**config.mk**
```make
export PLATFORM = sky130hd
export DESIGN_NAME = timer_compare_unit
export DESIGN_NICKNAME = d
export VERILOG_FILES = /design/src/verilog/compare_unit_pkg.sv /design/src/verilog/timer_compare_unit.sv
export VERILOG_INCLUDE_DIRS = /design/src /design/src/verilog
export SDC_FILE = /design/constraint.sdc
export NUM_CORES = 1
export LEC_CHECK = 0
export BUFFER_PORTS_ARGS = -buffer_cell sky130_fd_sc_hd__buf_2
export CAP_MARGIN = 20
export CORE_MARGIN = 1
export CORE_UTILIZATION = 50
export CTS_BUF_LIST = sky130_fd_sc_hd__clkbuf_8
export DETAILED_ROUTE_END_ITERATION = 8
export PLACE_DENSITY = 0.81
export RECOVER_POWER = 100
export SLEW_MARGIN = 20
export SYNTH_ARGS = -nofsm -noshare
export SYNTH_HDL_FRONTEND = slang
export SYNTH_SLANG_ARGS = --single-unit
export TNS_END_PERCENT = 30
```
**constraint.sdc**
```tcl
create_clock -name ref_clk_i -period 2.5 [get_ports ref_clk_i]
set_input_delay 0.25 -clock ref_clk_i [delete_from_list [all_inputs] [get_ports ref_clk_i]]
set_output_delay 0.25 -clock ref_clk_i [all_outputs]
set_load 0.02 [all_outputs]
```
**src/verilog/compare_unit_map.svh**
```systemverilog
// Register offsets, field positions, mode codes and reset values of the compare unit
`ifndef COMPARE_UNIT_MAP_SVH
`define COMPARE_UNIT_MAP_SVH
`define OFS_UNIT_CONTROL 12'h000
`define OFS_COMPARE_LOW 12'h004
`define OFS_COMPARE_HIGH 12'h008
`define OFS_STATUS 12'h00c
`define OFS_MASK 12'h010
`define OFS_TIMER_LOW 12'h014
`define OFS_TIMER_HIGH 12'h018
`define OFS_SETUP 12'h01c
`define MODE_SET 4'h8
`define MODE_CLEAR 4'h9
`define MODE_SOFT_IRQ 4'ha
`define MODE_SPECIAL 4'hb
`define MODE_TOGGLE 4'h2
`define ST_MATCH 0
`define ST_OVF 1
`define ST_SPECIAL 2
`define SETUP_TIMER_ON 0
`define SETUP_ADC_ON 1
`define SETUP_ALT_PIN 2
`define SETUP_ENHANCED 3
`define SETUP_ADC_UNIT 4
`define CTRL_RESET 8'h00
`define STATUS_BITS 3
`endif

```
**src/verilog/compare_unit_pkg.sv**
```systemverilog
// Types shared by the compare unit
package compare_unit_pkg;
	typedef struct packed {
		logic [1:0] output_config_field;
		logic [1:0] duty_low_bits;
		logic [3:0] match_mode_field;
	} unit_control_s;
	typedef enum logic [1:0] {
		TRIG_IDLE,
		TRIG_ARMED
	} trig_state_e;
endpackage : compare_unit_pkg

```
**src/verilog/timer_compare_unit.sv**
```systemverilog
// Compare unit with its 16-bit timer, APB registers and interrupt logic
`timescale 1ns/1ns
`include "compare_unit_map.svh"
module timer_compare_unit import compare_unit_pkg::*; (
	input wire logic ref_clk_i, // System clock, 20 MHz
	input wire logic reset_i, // Synchronous, active high
	input wire logic psel_i,
	input wire logic penable_i,
	input wire logic pwrite_i,
	input wire logic [11:0] paddr_i,
	input wire logic [31:0] pwdata_i,
	output logic [31:0] prdata_o,
	output logic pready_o,
	output logic pslverr_o,
	output logic compare_pin_o, // Primary pin output
	output logic compare_pin_oe_o, // Primary pin driven by unit
	output logic compare_pin_alt_o, // Alternate pin output
	output logic compare_pin_alt_oe_o, // Alternate pin driven by unit
	output logic special_trigger_o, // Special event trigger pulse
	output logic adc_go_o, // Sets converter go bit
	output logic irq_o // Level interrupt
);
	// ==========================================================
	// State
	// ==========================================================
	unit_control_s ctrl_q; // Control register
	logic [15:0] compare_q; // Compare value
	logic [15:0] timer_q; // Free-running timer count
	logic [`STATUS_BITS-1:0] status_q; // Sticky events
	logic [`STATUS_BITS-1:0] mask_q; // Interrupt enables
	logic [4:0] setup_q; // Timer on, ADC on, alt pin, enhanced, ADC unit
	logic latch_q; // Compare output latch
	logic match_q; // Match seen last cycle, for edge
	trig_state_e trig_q; // Pending timer reset
	logic [31:0] rdata_d;
	logic wr_en;
	logic rd_en;
	logic match; // Combinational equality
	logic match_rise; // First cycle of a match
	logic [3:0] mode;
	logic pin_mode;
	logic timer_clear; // Trigger reset of timer
	logic timer_hold; // Count paused on the trigger tick
	logic [`STATUS_BITS-1:0] ev;

	// Decodes whether a mode drives the pin
	function automatic logic drives_pin(input logic [3:0] m);
		drives_pin = (m == `MODE_SET) || (m == `MODE_CLEAR) || (m == `MODE_TOGGLE);
	endfunction : drives_pin

	// Selects one byte of a write
	function automatic logic [7:0] wbyte(input logic [31:0] d);
		wbyte = d[7:0];
	endfunction : wbyte

	assign mode = ctrl_q.match_mode_field;
	assign pin_mode = drives_pin(mode);
	// Runs on the system clock only; a stopped clock freezes the compare
	assign match = (compare_q == timer_q);
	// One action per match: only the first cycle of equality counts
	assign match_rise = match && !match_q && (mode != 4'h0);
	// Reset only if the match still holds at the next tick
	assign timer_clear = (trig_q == TRIG_ARMED) && match && (mode == `MODE_SPECIAL);
	// The count moves every clock, so a match would last one cycle only;
	// pausing it on the trigger tick keeps the match for the reset tick and
	// leaves a cycle in which a compare write can still cancel the reset
	assign timer_hold = match_rise && (mode == `MODE_SPECIAL);
	// Bus access phase; zero wait states
	assign wr_en = psel_i && penable_i && pwrite_i;
	assign rd_en = psel_i && penable_i && !pwrite_i;

	// ==========================================================
	// Timer
	// ==========================================================
	// Counts each clock while enabled; trigger reset wins over count
	always_ff @(posedge ref_clk_i) begin
		if (reset_i) begin
			timer_q <= 16'h0000;
		end else if (wr_en && paddr_i == `OFS_TIMER_LOW) begin
			timer_q[7:0] <= wbyte(pwdata_i);
		end else if (wr_en && paddr_i == `OFS_TIMER_HIGH) begin
			timer_q[15:8] <= wbyte(pwdata_i);
		end else if (timer_clear) begin
			timer_q <= 16'h0000;
		end else if (timer_hold) begin
			timer_q <= timer_q;
		end else if (setup_q[`SETUP_TIMER_ON]) begin
			timer_q <= timer_q + 16'h0001;
		end
	end

	// Edge memory for match detection
	always_ff @(posedge ref_clk_i) begin
		if (reset_i) begin
			match_q <= 1'b0;
		end else begin
			match_q <= match;
		end
	end

	// ==========================================================
	// Special event trigger sequence
	// ==========================================================
	// Armed by the match edge, resolved on the following tick
	always_ff @(posedge ref_clk_i) begin
		if (reset_i) begin
			trig_q <= TRIG_IDLE;
		end else begin
			case (trig_q)
				TRIG_IDLE: begin
					if (match_rise && mode == `MODE_SPECIAL) begin
						trig_q <= TRIG_ARMED;
					end
				end
				TRIG_ARMED: begin
					trig_q <= TRIG_IDLE;
				end
				default: begin
					trig_q <= TRIG_IDLE;
				end
			endcase
		end
	end

	// Trigger pulse and converter start register the match edge
	always_ff @(posedge ref_clk_i) begin
		if (reset_i) begin
			special_trigger_o <= 1'b0;
			adc_go_o <= 1'b0;
		end else begin
			special_trigger_o <= match_rise && mode == `MODE_SPECIAL;
			adc_go_o <= match_rise && mode == `MODE_SPECIAL && setup_q[`SETUP_ADC_UNIT]
				&& setup_q[`SETUP_ADC_ON];
		end
	end

	// ==========================================================
	// Compare output latch
	// ==========================================================
	always_ff @(posedge ref_clk_i) begin
		if (reset_i) begin
			latch_q <= 1'b0;
		end else if (wr_en && paddr_i == `OFS_UNIT_CONTROL && pwdata_i[7:0] == `CTRL_RESET) begin
			latch_q <= 1'b0;
		end else if (match_rise) begin
			case (mode)
				`MODE_SET: latch_q <= 1'b1;
				`MODE_CLEAR: latch_q <= 1'b0;
				`MODE_TOGGLE: latch_q <= !latch_q;
				default: latch_q <= latch_q;
			endcase
		end
	end

	// Pins follow the latch; routing picks primary or alternate
	always_ff @(posedge ref_clk_i) begin
		if (reset_i) begin
			compare_pin_o <= 1'b0;
			compare_pin_oe_o <= 1'b0;
			compare_pin_alt_o <= 1'b0;
			compare_pin_alt_oe_o <= 1'b0;
		end else begin
			compare_pin_o <= latch_q;
			compare_pin_alt_o <= latch_q;
			compare_pin_oe_o <= pin_mode && !setup_q[`SETUP_ALT_PIN];
			compare_pin_alt_oe_o <= pin_mode && setup_q[`SETUP_ALT_PIN];
		end
	end

	// ==========================================================
	// Interrupt status
	// ==========================================================
	// Overflow only on natural wrap, never on trigger reset
	assign ev[`ST_MATCH] = match_rise;
	assign ev[`ST_OVF] = setup_q[`SETUP_TIMER_ON] && timer_q == 16'hffff && !timer_clear && !timer_hold
		&& !(wr_en && (paddr_i == `OFS_TIMER_LOW || paddr_i == `OFS_TIMER_HIGH));
	assign ev[`ST_SPECIAL] = match_rise && mode == `MODE_SPECIAL;

	// Write one to clear; a new event wins over the clear
	always_ff @(posedge ref_clk_i) begin
		if (reset_i) begin
			status_q <= '0;
		end else if (wr_en && paddr_i == `OFS_STATUS) begin
			status_q <= (status_q & ~pwdata_i[`STATUS_BITS-1:0]) | ev;
		end else begin
			status_q <= status_q | ev;
		end
	end

	always_ff @(posedge ref_clk_i) begin
		if (reset_i) begin
			irq_o <= 1'b0;
		end else begin
			irq_o <= |(status_q & mask_q);
		end
	end

	// ==========================================================
	// Software registers
	// ==========================================================
	// Enhanced field only writable on enhanced instances
	always_ff @(posedge ref_clk_i) begin
		if (reset_i) begin
			ctrl_q <= `CTRL_RESET;
			compare_q <= 16'h0000;
			mask_q <= '0;
			setup_q <= 5'h00;
		end else if (wr_en) begin
			case (paddr_i)
				`OFS_UNIT_CONTROL: begin
					ctrl_q <= wbyte(pwdata_i);
					if (!setup_q[`SETUP_ENHANCED]) begin
						ctrl_q.output_config_field <= 2'h0;
					end
				end
				`OFS_COMPARE_LOW: compare_q[7:0] <= wbyte(pwdata_i);
				`OFS_COMPARE_HIGH: compare_q[15:8] <= wbyte(pwdata_i);
				`OFS_MASK: mask_q <= pwdata_i[`STATUS_BITS-1:0];
				`OFS_SETUP: setup_q <= pwdata_i[4:0];
				default: ;
			endcase
		end
	end

	// Read mux; upper bits are zero
	always_comb begin
		rdata_d = 32'h00000000;
		case (paddr_i)
			`OFS_UNIT_CONTROL: rdata_d[7:0] = ctrl_q;
			`OFS_COMPARE_LOW: rdata_d[7:0] = compare_q[7:0];
			`OFS_COMPARE_HIGH: rdata_d[7:0] = compare_q[15:8];
			`OFS_STATUS: rdata_d[`STATUS_BITS-1:0] = status_q;
			`OFS_MASK: rdata_d[`STATUS_BITS-1:0] = mask_q;
			`OFS_TIMER_LOW: rdata_d[7:0] = timer_q[7:0];
			`OFS_TIMER_HIGH: rdata_d[7:0] = timer_q[15:8];
			`OFS_SETUP: rdata_d[4:0] = setup_q;
			default: rdata_d = 32'h00000000;
		endcase
	end

	// Answers in the setup cycle's following access cycle
	always_ff @(posedge ref_clk_i) begin
		if (reset_i) begin
			prdata_o <= 32'h00000000;
			pready_o <= 1'b0;
			pslverr_o <= 1'b0;
		end else begin
			pready_o <= psel_i && !penable_i;
			prdata_o <= (psel_i && !penable_i && !pwrite_i) ? rdata_d : 32'h00000000;
			pslverr_o <= psel_i && !penable_i && (paddr_i > `OFS_SETUP || paddr_i[1:0] != 2'b00);
		end
	end

	// ==========================================================
	// Checks
	// ==========================================================
	// A standing trigger request clears the count unless software wrote it
	a_trig_resets_timer: assert property (@(posedge ref_clk_i) disable iff (reset_i)
		timer_clear |=> timer_q == 16'h0000 || $past(wr_en))
		else $error("timer not cleared by trigger");
	// The count pauses one tick so the reset can follow the trigger
	a_hold_before_reset: assert property (@(posedge ref_clk_i) disable iff (reset_i)
		(timer_hold && !wr_en) |=> $stable(timer_q))
		else $error("timer moved before trigger reset");
	// A match gone by the reset tick leaves the count running
	a_removed_match_holds: assert property (@(posedge ref_clk_i) disable iff (reset_i)
		(trig_q == TRIG_ARMED && !match) |-> !timer_clear)
		else $error("reset after match removed");
	// Flag rises together with the latch action
	a_match_flag_set: assert property (@(posedge ref_clk_i) disable iff (reset_i)
		match_rise |=> status_q[`ST_MATCH])
		else $error("match flag missing");
	// Neither the pause nor the trigger reset counts as a wrap
	a_trig_no_ovf: assert property (@(posedge ref_clk_i) disable iff (reset_i)
		(timer_clear || timer_hold) |-> !ev[`ST_OVF])
		else $error("overflow flag on trigger");
	// Flag-only and trigger modes release the pins
	a_soft_no_pin: assert property (@(posedge ref_clk_i) disable iff (reset_i)
		(mode == `MODE_SOFT_IRQ || mode == `MODE_SPECIAL) |=> !compare_pin_oe_o && !compare_pin_alt_oe_o)
		else $error("pin driven in non-pin mode");
	// Clearing the control register drops the latch, then the pin
	a_ctrl_zero_low: assert property (@(posedge ref_clk_i) disable iff (reset_i)
		(wr_en && paddr_i == `OFS_UNIT_CONTROL && pwdata_i[7:0] == 8'h00) |=> !latch_q ##1 !compare_pin_o)
		else $error("latch not forced low");
	// Converter start only with a trigger on the converter unit
	a_adc_only_unit: assert property (@(posedge ref_clk_i) disable iff (reset_i)
		adc_go_o |-> special_trigger_o && $past(setup_q[`SETUP_ADC_UNIT]))
		else $error("converter started wrongly");
	// Plain units never start the converter
	a_no_go_elsewhere: assert property (@(posedge ref_clk_i) disable iff (reset_i)
		!setup_q[`SETUP_ADC_UNIT] |=> !adc_go_o)
		else $error("converter started by plain unit");
	// Set mode drives the latch high, then the pin
	a_set_drives_high: assert property (@(posedge ref_clk_i) disable iff (reset_i)
		(match_rise && mode == `MODE_SET) |=> latch_q ##1 compare_pin_o)
		else $error("set action missing");
	// Clear mode drives the latch low
	a_clear_drives_low: assert property (@(posedge ref_clk_i) disable iff (reset_i)
		(match_rise && mode == `MODE_CLEAR) |=> !latch_q)
		else $error("clear action missing");
	// Toggle mode inverts the latch; bus writes excluded
	a_toggle_flips: assert property (@(posedge ref_clk_i) disable iff (reset_i)
		(match_rise && mode == `MODE_TOGGLE && !wr_en) |=> latch_q != $past(latch_q))
		else $error("toggle action missing");
	// Trigger pulse and armed state follow the match
	a_trigger_on_match: assert property (@(posedge ref_clk_i) disable iff (reset_i)
		(match_rise && mode == `MODE_SPECIAL) |=> special_trigger_o ##0 trig_q == TRIG_ARMED)
		else $error("trigger missing");
	// Never both routes at once
	a_pin_route: assert property (@(posedge ref_clk_i) disable iff (reset_i)
		!(compare_pin_oe_o && compare_pin_alt_oe_o))
		else $error("both pins driven");
	// Plain units keep the output config field at zero
	a_config_plain_zero: assert property (@(posedge ref_clk_i) disable iff (reset_i)
		(wr_en && paddr_i == `OFS_UNIT_CONTROL && !setup_q[`SETUP_ENHANCED]) |=> ctrl_q.output_config_field == 2'h0)
		else $error("config field set on plain unit");

	// ==========================================================
	// Cover points
	// ==========================================================
	// Main scenarios: pin action, trigger reset, cancel, wrap, converter start
	c_toggle: cover property (@(posedge ref_clk_i) match_rise && mode == `MODE_TOGGLE);
	c_special: cover property (@(posedge ref_clk_i) timer_clear);
	c_cancel: cover property (@(posedge ref_clk_i) trig_q == TRIG_ARMED && !match);
	c_overflow: cover property (@(posedge ref_clk_i) ev[`ST_OVF]);
	c_adc_start: cover property (@(posedge ref_clk_i) adc_go_o);
endmodule : timer_compare_unit

```
-- Word-level counts from Yosys, hierarchy flattened
Cells that the tools add are included.
Widths: inputs -> output; s select.
- eq/ne operators: 16
- multiplexer cells: 12
- shift-type cells: 0
- reduce and logical (&&, ||, !) cells: 56
- order comparisons: 1
- add/sub/neg operators: 1
- div/mod/pow operators: 0
- bitwise logic cells: 8
- $mul: 0
- operators with widths (operator ; count):
    $eq 12x5->1 const B ; 4
    $mux 16 ; 3
    $eq 12x4->1 const B ; 2
    $logic_and 1x1->1 ; 24
    $mux 8 ; 3
    $pmux 3 s8 ; 1
    $add 16x1->16 const B ; 1
    $eq 16x16->1 ; 1
    $eq 16x16->1 const B ; 1
    $pmux 3 s5 ; 1
    $eq 12x3->1 const B ; 1
    $eq 4x4->1 const B ; 3
    $gt 12x5->1 const B ; 1
    $logic_not 12->1 ; 1
    $pmux 2 s6 ; 1
    $reduce_and 2->1 ; 6
    $reduce_bool 3->1 ; 3
    $logic_not 1->1 ; 8
    $logic_not 8->1 ; 1
    $and 3x3->3 ; 2
    $ne 3x2->1 const B ; 2
    $or 3x3->3 ; 2
    $reduce_and 3->1 ; 2
    $reduce_or 2->1 ; 3
    other kinds (12) ; 17
- memories: 0
- bits in latches: 0
- register bits: 94
- RAM bits: 0
- logic and storage cells: 117
- bits in read-only memories: 0

-- Logic depth before layout (Yosys ltp)
Gate-level depths: netlist of the first run.
- word-level depth: 9
- depth in mapped cells: 10

-- Least setup slack after synthesis of the first run
No wires, ideal clock.
- path kind: register to register
- start point: reg timer_q[8]
- end point: reg timer_q[8]
- stages on the path, launching flop included: 10
- path buffers: 2
- setup time: 0.079 ns
- data required time: 2.421 ns
- slack: 0.569 ns
- data arrival time: 1.852 ns
- cell sequence: dfxtp_1 -> xnor2_1 -> nand4_1 -> nor4_4 -> and3_1 -> buf_6 -> o31a_1 -> buf_6 -> nor2_1 -> a211oi_2
- cells in the longest elaborated chain, start to end: 6
- elaborated cells between the ends (all ways): 14
- classes of those cells: 1 x add/sub; 2 x eq/ne; 4 x mux; 7 x reduce/logical
- ends and longest elaborated chain (element ; RTL line ; text):
    start: declaration ; timer_compare_unit.sv:28 ; logic [15:0] timer_q;
    start signal: assignment ; timer_compare_unit.sv:82 ; timer_q[15:8] <= wbyte(pwdata_i);
    start signal: assignment ; timer_compare_unit.sv:86 ; timer_q <= timer_q;
    start signal: assignment ; timer_compare_unit.sv:88 ; timer_q <= timer_q + 16'h0001;
    parallel branches: the longest is 6 deep, another holds $add 16x1->16 ; n/a ;
Parallel ways; which one is timed is not known. The select of a mux whose other input is x is not followed.
A chain may end at the register's enable or synchronous reset.

-- Worst setup path after layout of the first run
- start point: reg timer_q[15]
- end point: reg timer_q[4]
- cells in the longest elaborated chain, start to end: 6
- elaborated cells between the ends (all ways): 12
- classes of those cells: 2 x eq/ne; 3 x mux; 7 x reduce/logical
- ends and longest elaborated chain (element ; RTL line ; text):
    $eq 16x16->1 (*) ; timer_compare_unit.sv:59 ; assign match = (compare_q == timer_q);
    $logic_and 1x1->1 (on tied branches) (2 in a row) ; timer_compare_unit.sv:61, timer_compare_unit.sv:63 ;
    $logic_and 1x1->1 or $mux 16 (tied branches) ; timer_compare_unit.sv:67, timer_compare_unit.sv:83 ;
    $ne 3x2->1 (no line) or $mux 8 (tied branches) ; n/a ;
    $reduce_and 3->1 (no line) or $mux 8 (tied branches) ; n/a ;
Every way passes the cells marked *; elsewhere a longest branch is shown, timed or not. The select of a mux whose other input is x is not followed.

==> results of run 1 <==
==> stage by stage <==
| stage | cells | total power, µW | hold WS, ns | area (µm²) | worst slack, ns |
|---|---|---|---|---|---|
| finish | 623 | 2110 | 0.127 | 4340 | 0.134 |
| global route | 623 | 2170 | 0.130 | 4340 | 0.0278 |
| CTS | 623 | 2120 | 0.116 | 4420 | 0.183 |
| detailed placement | 607 | 1280 | 0.449 | 4240 | 0.217 |
| global placement | 607 | 1280 | 0.440 | 4240 | 0.233 |
| floorplan | 491 | 1260 | 0.329 | 4000 | 0.569 |
==> sequential cells by signal, indices dropped and copies added (netlist names) <==
signal,flops
compare_q,16
timer_q,16
prdata_o,8
setup_q,5
ctrl_q,4
mode,4
mask_q,3
status_q,3
adc_go_o,1
compare_pin_alt_o,1
compare_pin_alt_oe_o,1
compare_pin_oe_o,1
irq_o,1
latch_q,1
match_q,1
pready_o,1
pslverr_o,1
special_trigger_o,1
trig_q,1
==> cells by family (layout without fill, tap and decap cells) <==
logic type      Yosys count  in the layout  synth area share
simple gates            188            188             0.243
compound gates           91             91             0.167
flops                    70             70             0.358
buf+inv                  60             93            0.0885
mux                      34             34            0.0879
xor+xnor                 23             23            0.0515
fa+ha+maj                 1              1           0.00320
other cells               1             24          0.000958
==> cells in the final DEF (no fill, tap or decap), types with 3 or more instances in the layout <==
cell	netlist	layout
a22oi_1	7	7
nor4_1	3	5
a221oi_1	3	3
nand2_1	45	45
conb_1	1	24
nor2b_1	9	9
clkbuf_8	0	9
o21ai_0	9	9
nand4_1	6	6
a21oi_1	24	24
nor3b_1	5	5
nand3_1	15	15
buf_2	5	24
dfxtp_1	70	70
inv_1	8	8
nand2b_1	4	4
buf_4	26	20
nor2_2	3	3
mux2_2	3	3
xor2_1	4	4
mux2i_1	31	31
a222oi_1	6	6
nor3_1	10	10
nor2_1	59	59
a211oi_1	9	11
a31oi_1	5	5
clkbuf_1	13	22
clkinv_4	0	3
a211o_1	6	6
xnor2_1	19	19
and3_1	13	13
and2_1	3	3
==> cell type report <==
cell class	count	area (µm²)	share of cell area
timing repair buffer	69	383	0.0882
multi-input combinational	361	2220	0.512
inverter	8	30.0	0.00692
tap	99	124	0.0285
clock inverter	7	56.3	0.0130
clock buffer	9	124	0.0285
sequential	70	1400	0.323
==> report_power, final <==
group	internal (µW)	leakage (µW)	switching [µW]
Sequential	1120	0.000564	1.09
Combinational	31.3	0.000943	109
Clock	370	0.0000902	483
==> final timing paths <==
path	slack (ns)	to	startpoint
max	0.13	timer_q[4]	timer_q[15]
min reg2reg	0.46	ctrl_q[6]	ctrl_q[6]
min	0.13	prdata_o[4]	pwrite_i
max reg2reg	0.13	timer_q[4]	timer_q[15]
==> critical path, cell delays in order (launching register included) <==
cell,delay [ns]
dfxtp_1,0.47
xnor2_1,0.19
nand4_1,0.20
nor4_4,0.42
a21boi_0,0.24
buf_4,0.22
nor2b_1,0.17
a211oi_1,0.27
a211o_1,0.15
==> layer usage <==
metal	vias to the layer above	wire length, µm
met4	0	475
met5	-	0
met3	46	1110
met1	1727	4570
li1	1722	-
met2	275	5020
==> flow_summary.json, run 1 <==
{
  "leakage_uw": 0.00160,
  "synthTopCellsByCount": "dfxtp_1, nor2_1, nand2_1, mux2i_1, buf_4",
  "detail-route-antenna-nets": 0,
  "rows": 31,
  "cts.sink_count": 70,
  "drv_cap": 0,
  "grt_pass1_wl_mm": 17.7,
  "yosysTopAreaCellShare": 0.358,
  "area_growth_pct": 10.9,
  "yosysWarnings": 0,
  "async_flop_share": 0,
  "die_h_um": 90.5,
  "whs_path_depth": 2,
  "required_ns": 2.81,
  "core_area_um2": 7410,
  "ys_types": 59,
  "drive_gt1_frac": 0.143,
  "final_util": 0.586,
  "synth-edff-count": 0,
  "synthCells": 468,
  "grt_use_met3": 0.0522,
  "fin_crit_ns": 2.37,
  "numCtsBuffers": 9,
  "place_congestion": 0.995,
  "place_hpwl_mm": 8.06,
  "ir_drop_mv": 0.280,
  "ctsLongestPathBuffers": 2,
  "path_clk_slew_ns": 0.08,
  "synth_area_um2": 3920,
  "rsz0062_at_grt": "no",
  "fin_tns_setup_ns": 0,
  "dr_total_vias": 3770,
  "relSlewSlack": 0.359,
  "avgSynthCellArea_um2": 8.37,
  "firstDrtPassIters": 8,
  "die_x_um": 90.5,
  "cts_tree": "built",
  "drt-initial-drc-count": 476,
  "worstSetupStartpointType": "flip-flop",
  "antenna_found_initial": 0,
  "insertion_delay_ns": 0.36,
  "filler_cell_count": 677,
  "synth_top_flop_cell": "dfxtp_1",
  "yosysTopAreaCell": "dfxtp_1",
  "final.setup_skew_ns": 0.0106,
  "synthTopCellsByArea": "dfxtp_1, mux2i_1, nor2_1",
  "setup_violations": 0,
  "hold_viol_final": 0,
  "via_per_inst": 6.05,
  "powerDensity_nw_per_um2": 486,
  "yosysSeqAreaShare": 0.358,
  "cts-htree-levels": 3,
  "cts-root-buf": "clkbuf_8",
  "worstSetupEndpointType": "flip-flop",
  "slew_violations": 0,
  "wl_mm": 11.2,
  "io_pins": 90,
  "ys_seq_elements": 70,
  "cp.arrival_ns": 2.67,
  "r2r_cells": 8,
  "yosysMostFrequentCell": "dfxtp_1",
  "grt_max_degree": 22,
  "layout.nets": 569,
  "hold_buffers": 0,
  "max_freq_mhz": 423,
  "hold_class": "input port to flip-flop",
  "remaining_drc_errors": 0,
  "crit_type": "flip-flop to flip-flop",
  "cts_setup_buffers": 0,
  "worstMarginPinSlew_ns": 0.962,
  "die-area_um2": 8190,
  "cts_resized": 0,
  "antenna-diode-count": 0,
  "outcome": "finished clean",
  "period_share": 0.946,
  "track_usage": 0.276,
  "portBuffers": 41,
  "met1_usage": 0.353,
  "grtUsageMet2": 0.445,
  "grt_pass1_vias": 3492,
  "path_max_fanout": 7,
  "wl_per_cell_um": 17.9,
  "start_util": 0.528,
  "grt_overflow": 0,
  "top_usage_layer": "met2"
}
No activity file was read; power rests on OpenSTA's default activity.
==> inputs of run 2 (changes only) <==
--- a/config.mk
+++ b/config.mk
@@ -12,6 +12,7 @@
 export CORE_UTILIZATION = 50
 export CTS_BUF_LIST = sky130_fd_sc_hd__clkbuf_8
 export DETAILED_ROUTE_END_ITERATION = 8
+export MAX_ROUTING_LAYER = met4
 export PLACE_DENSITY = 0.81
 export RECOVER_POWER = 100
 export SLEW_MARGIN = 20
==> flow_summary.json, run 2 (synthesized netlist as in run 1, its figures left out) <==
{
  "wl_per_cell_um": 18.0,
  "area_growth_pct": 12.1,
  "reg2reg_setup_slack_ns": 0.21,
  "cts_tree": "built",
  "rsz0062_at_grt": "no",
  "cts.sink_count": 70,
  "top_regs": "compare_q (16), timer_q (16), prdata_o (8)",
  "path_clk_slew_ns": 0.08,
  "cts-root-buf": "clkbuf_8",
  "cts_resized": 0,
  "antenna_found_initial": 0,
  "start_util": 0.528,
  "die_h_um": 90.5,
  "setup_violations": 0,
  "fin_tns_setup_ns": 0,
  "powerDensity_nw_per_um2": 507,
  "layout.nets": 575,
  "cts_setup_buffers": 0,
  "hold_buffers": 0,
  "reg2reg_from": "timer_q[15]",
  "crit_type": "flip-flop to flip-flop",
  "critPathTopFamily": "simple AND/OR/NAND/NOR gates",
  "worstMarginPinSlew_ns": 0.880,
  "place_hpwl_mm": 8.25,
  "detail-route-antenna-nets": 0,
  "place_congestion": 0.970,
  "required_ns": 2.81,
  "core_area_um2": 7410,
  "hold_viol_final": 0,
  "die_x_um": 90.5,
  "power_uw": 2220,
  "relSlewSlack": 0.413,
  "crit_start": "timer_q[15]",
  "insertion_delay_ns": 0.37,
  "r2r_end": "timer_q[6]",
  "rows": 31,
  "outcome": "finished clean",
  "drt-initial-drc-count": 407,
  "path_buf_inv": 1,
  "worstSetupEndpointType": "flip-flop",
  "track_usage": 0.291,
  "slowest_stage": "dfxtp_1",
  "io_pins": 90,
  "grt_pass1_vias": 3437,
  "grt_max_degree": 23,
  "placed_area_um2": 4280,
  "stdcell_area_um2": 4390,
  "layout_commonest_cell": "dfxtp_1",
  "cp.arrival_ns": 2.61,
  "ir_drop_mv": 0.225,
  "max_freq_mhz": 436,
  "slew_violations": 0,
  "hold_class": "input port to flip-flop",
  "r2r_cells": 8,
  "portBuffers": 41,
  "filler_cell_count": 692,
  "fin_crit_ns": 2.29,
  "numCtsBuffers": 9,
  "drive_gt1_frac": 0.147,
  "final_cell_mix": "dfxtp_1, nor2_1, nand2_1",
  "dr_total_vias": 3767,
  "hold_path_startpoint": "pwrite_i",
  "path_max_fanout": 12,
  "via_per_inst": 5.99,
  "wl_mm": 11.3,
  "leakage_uw": 0.00162,
  "period_share": 0.917,
  "die-area_um2": 8190,
  "final.setup_skew_ns": 0.00937,
  "remaining_drc_errors": 0,
  "fin_cells": 629,
  "place_inst": 613,
  "cts-htree-levels": 3,
  "ctsLongestPathBuffers": 2,
  "firstDrtPassIters": 5,
  "whs_path_depth": 2,
  "whs_endpoint": "prdata_o[4]",
  "cp_slowest_stage_delay_ns": 0.46,
  "worstSetupStartpointType": "flip-flop",
  "antenna-diode-count": 0,
  "grt_pass1_wl_mm": 18.0,
  "crit_path_cell_trace": "xnor2_1, nand4_1, nor4_4, a21boi_1, buf_4, nor2b_1, a211oi_1, a211o_1",
  "grt_overflow": 0,
  "drv_cap": 0
}
-- run 2: how the worst max path moves through the flow --
| stage | cells after the start | slack [ns] | end |
|---|---|---|---|
| global route | 8 | 0.02 | timer_q[7] |
| floorplan | 9 | 0.57 | timer_q[8] |
| detailed placement | 8 | 0.30 | timer_q[6] |
| finish | 8 | 0.21 | timer_q[6] |
| CTS | 8 | 0.27 | timer_q[6] |
| global placement | 8 | 0.34 | timer_q[6] |
-- run 2: report_power, final --
group	internal (µW)	leakage [µW]	switching (µW)
clock network	470	0.0000929	493
registers	1120	0.000564	1.07
logic	32.2	0.000961	111
total	1620	0.00162	605
-- run 2: layout make-up --
cell class | instances | area (µm²) | share of cell area
Clock inverter | 7 | 78.8 | 0.0180
Timing Repair Buffer | 75 | 407 | 0.0927
Clock buffer | 9 | 124 | 0.0282
Multi-Input combinational cell | 361 | 2220 | 0.507
Inverter | 8 | 30.0 | 0.00684
Sequential cell | 70 | 1400 | 0.319
Tap cell | 99 | 124 | 0.0282
-- run 2: layer usage --
layer  routed length (µm)  GRT usage
met5                    0          -
met2                 5170      0.447
met1                 4780      0.365
met3                  885     0.0446
met4                  476      0.163
-- run 2: worst register-to-register path, stage by stage, from the launching register on --
cell      delay (ns)
dfxtp_1         0.46
xnor2_1         0.15
nand4_1         0.18
nor4_4          0.46
a21boi_1        0.16
buf_4           0.21
nor2b_1         0.19
a211oi_1        0.29
a211o_1         0.14
-- run 2: through the flow --
step | hold WS, ns | util | setup slack, ns
3_3_place_gp | 0.442 | 0.578 | 0.344
5_1_grt | 0.132 | 0.592 | 0.0203
6_report | 0.112 | 0.592 | 0.208
3_5_place_dp | 0.456 | 0.578 | 0.300
2_1_floorplan | 0.329 | - | 0.569
4_1_cts | 0.106 | 0.605 | 0.274
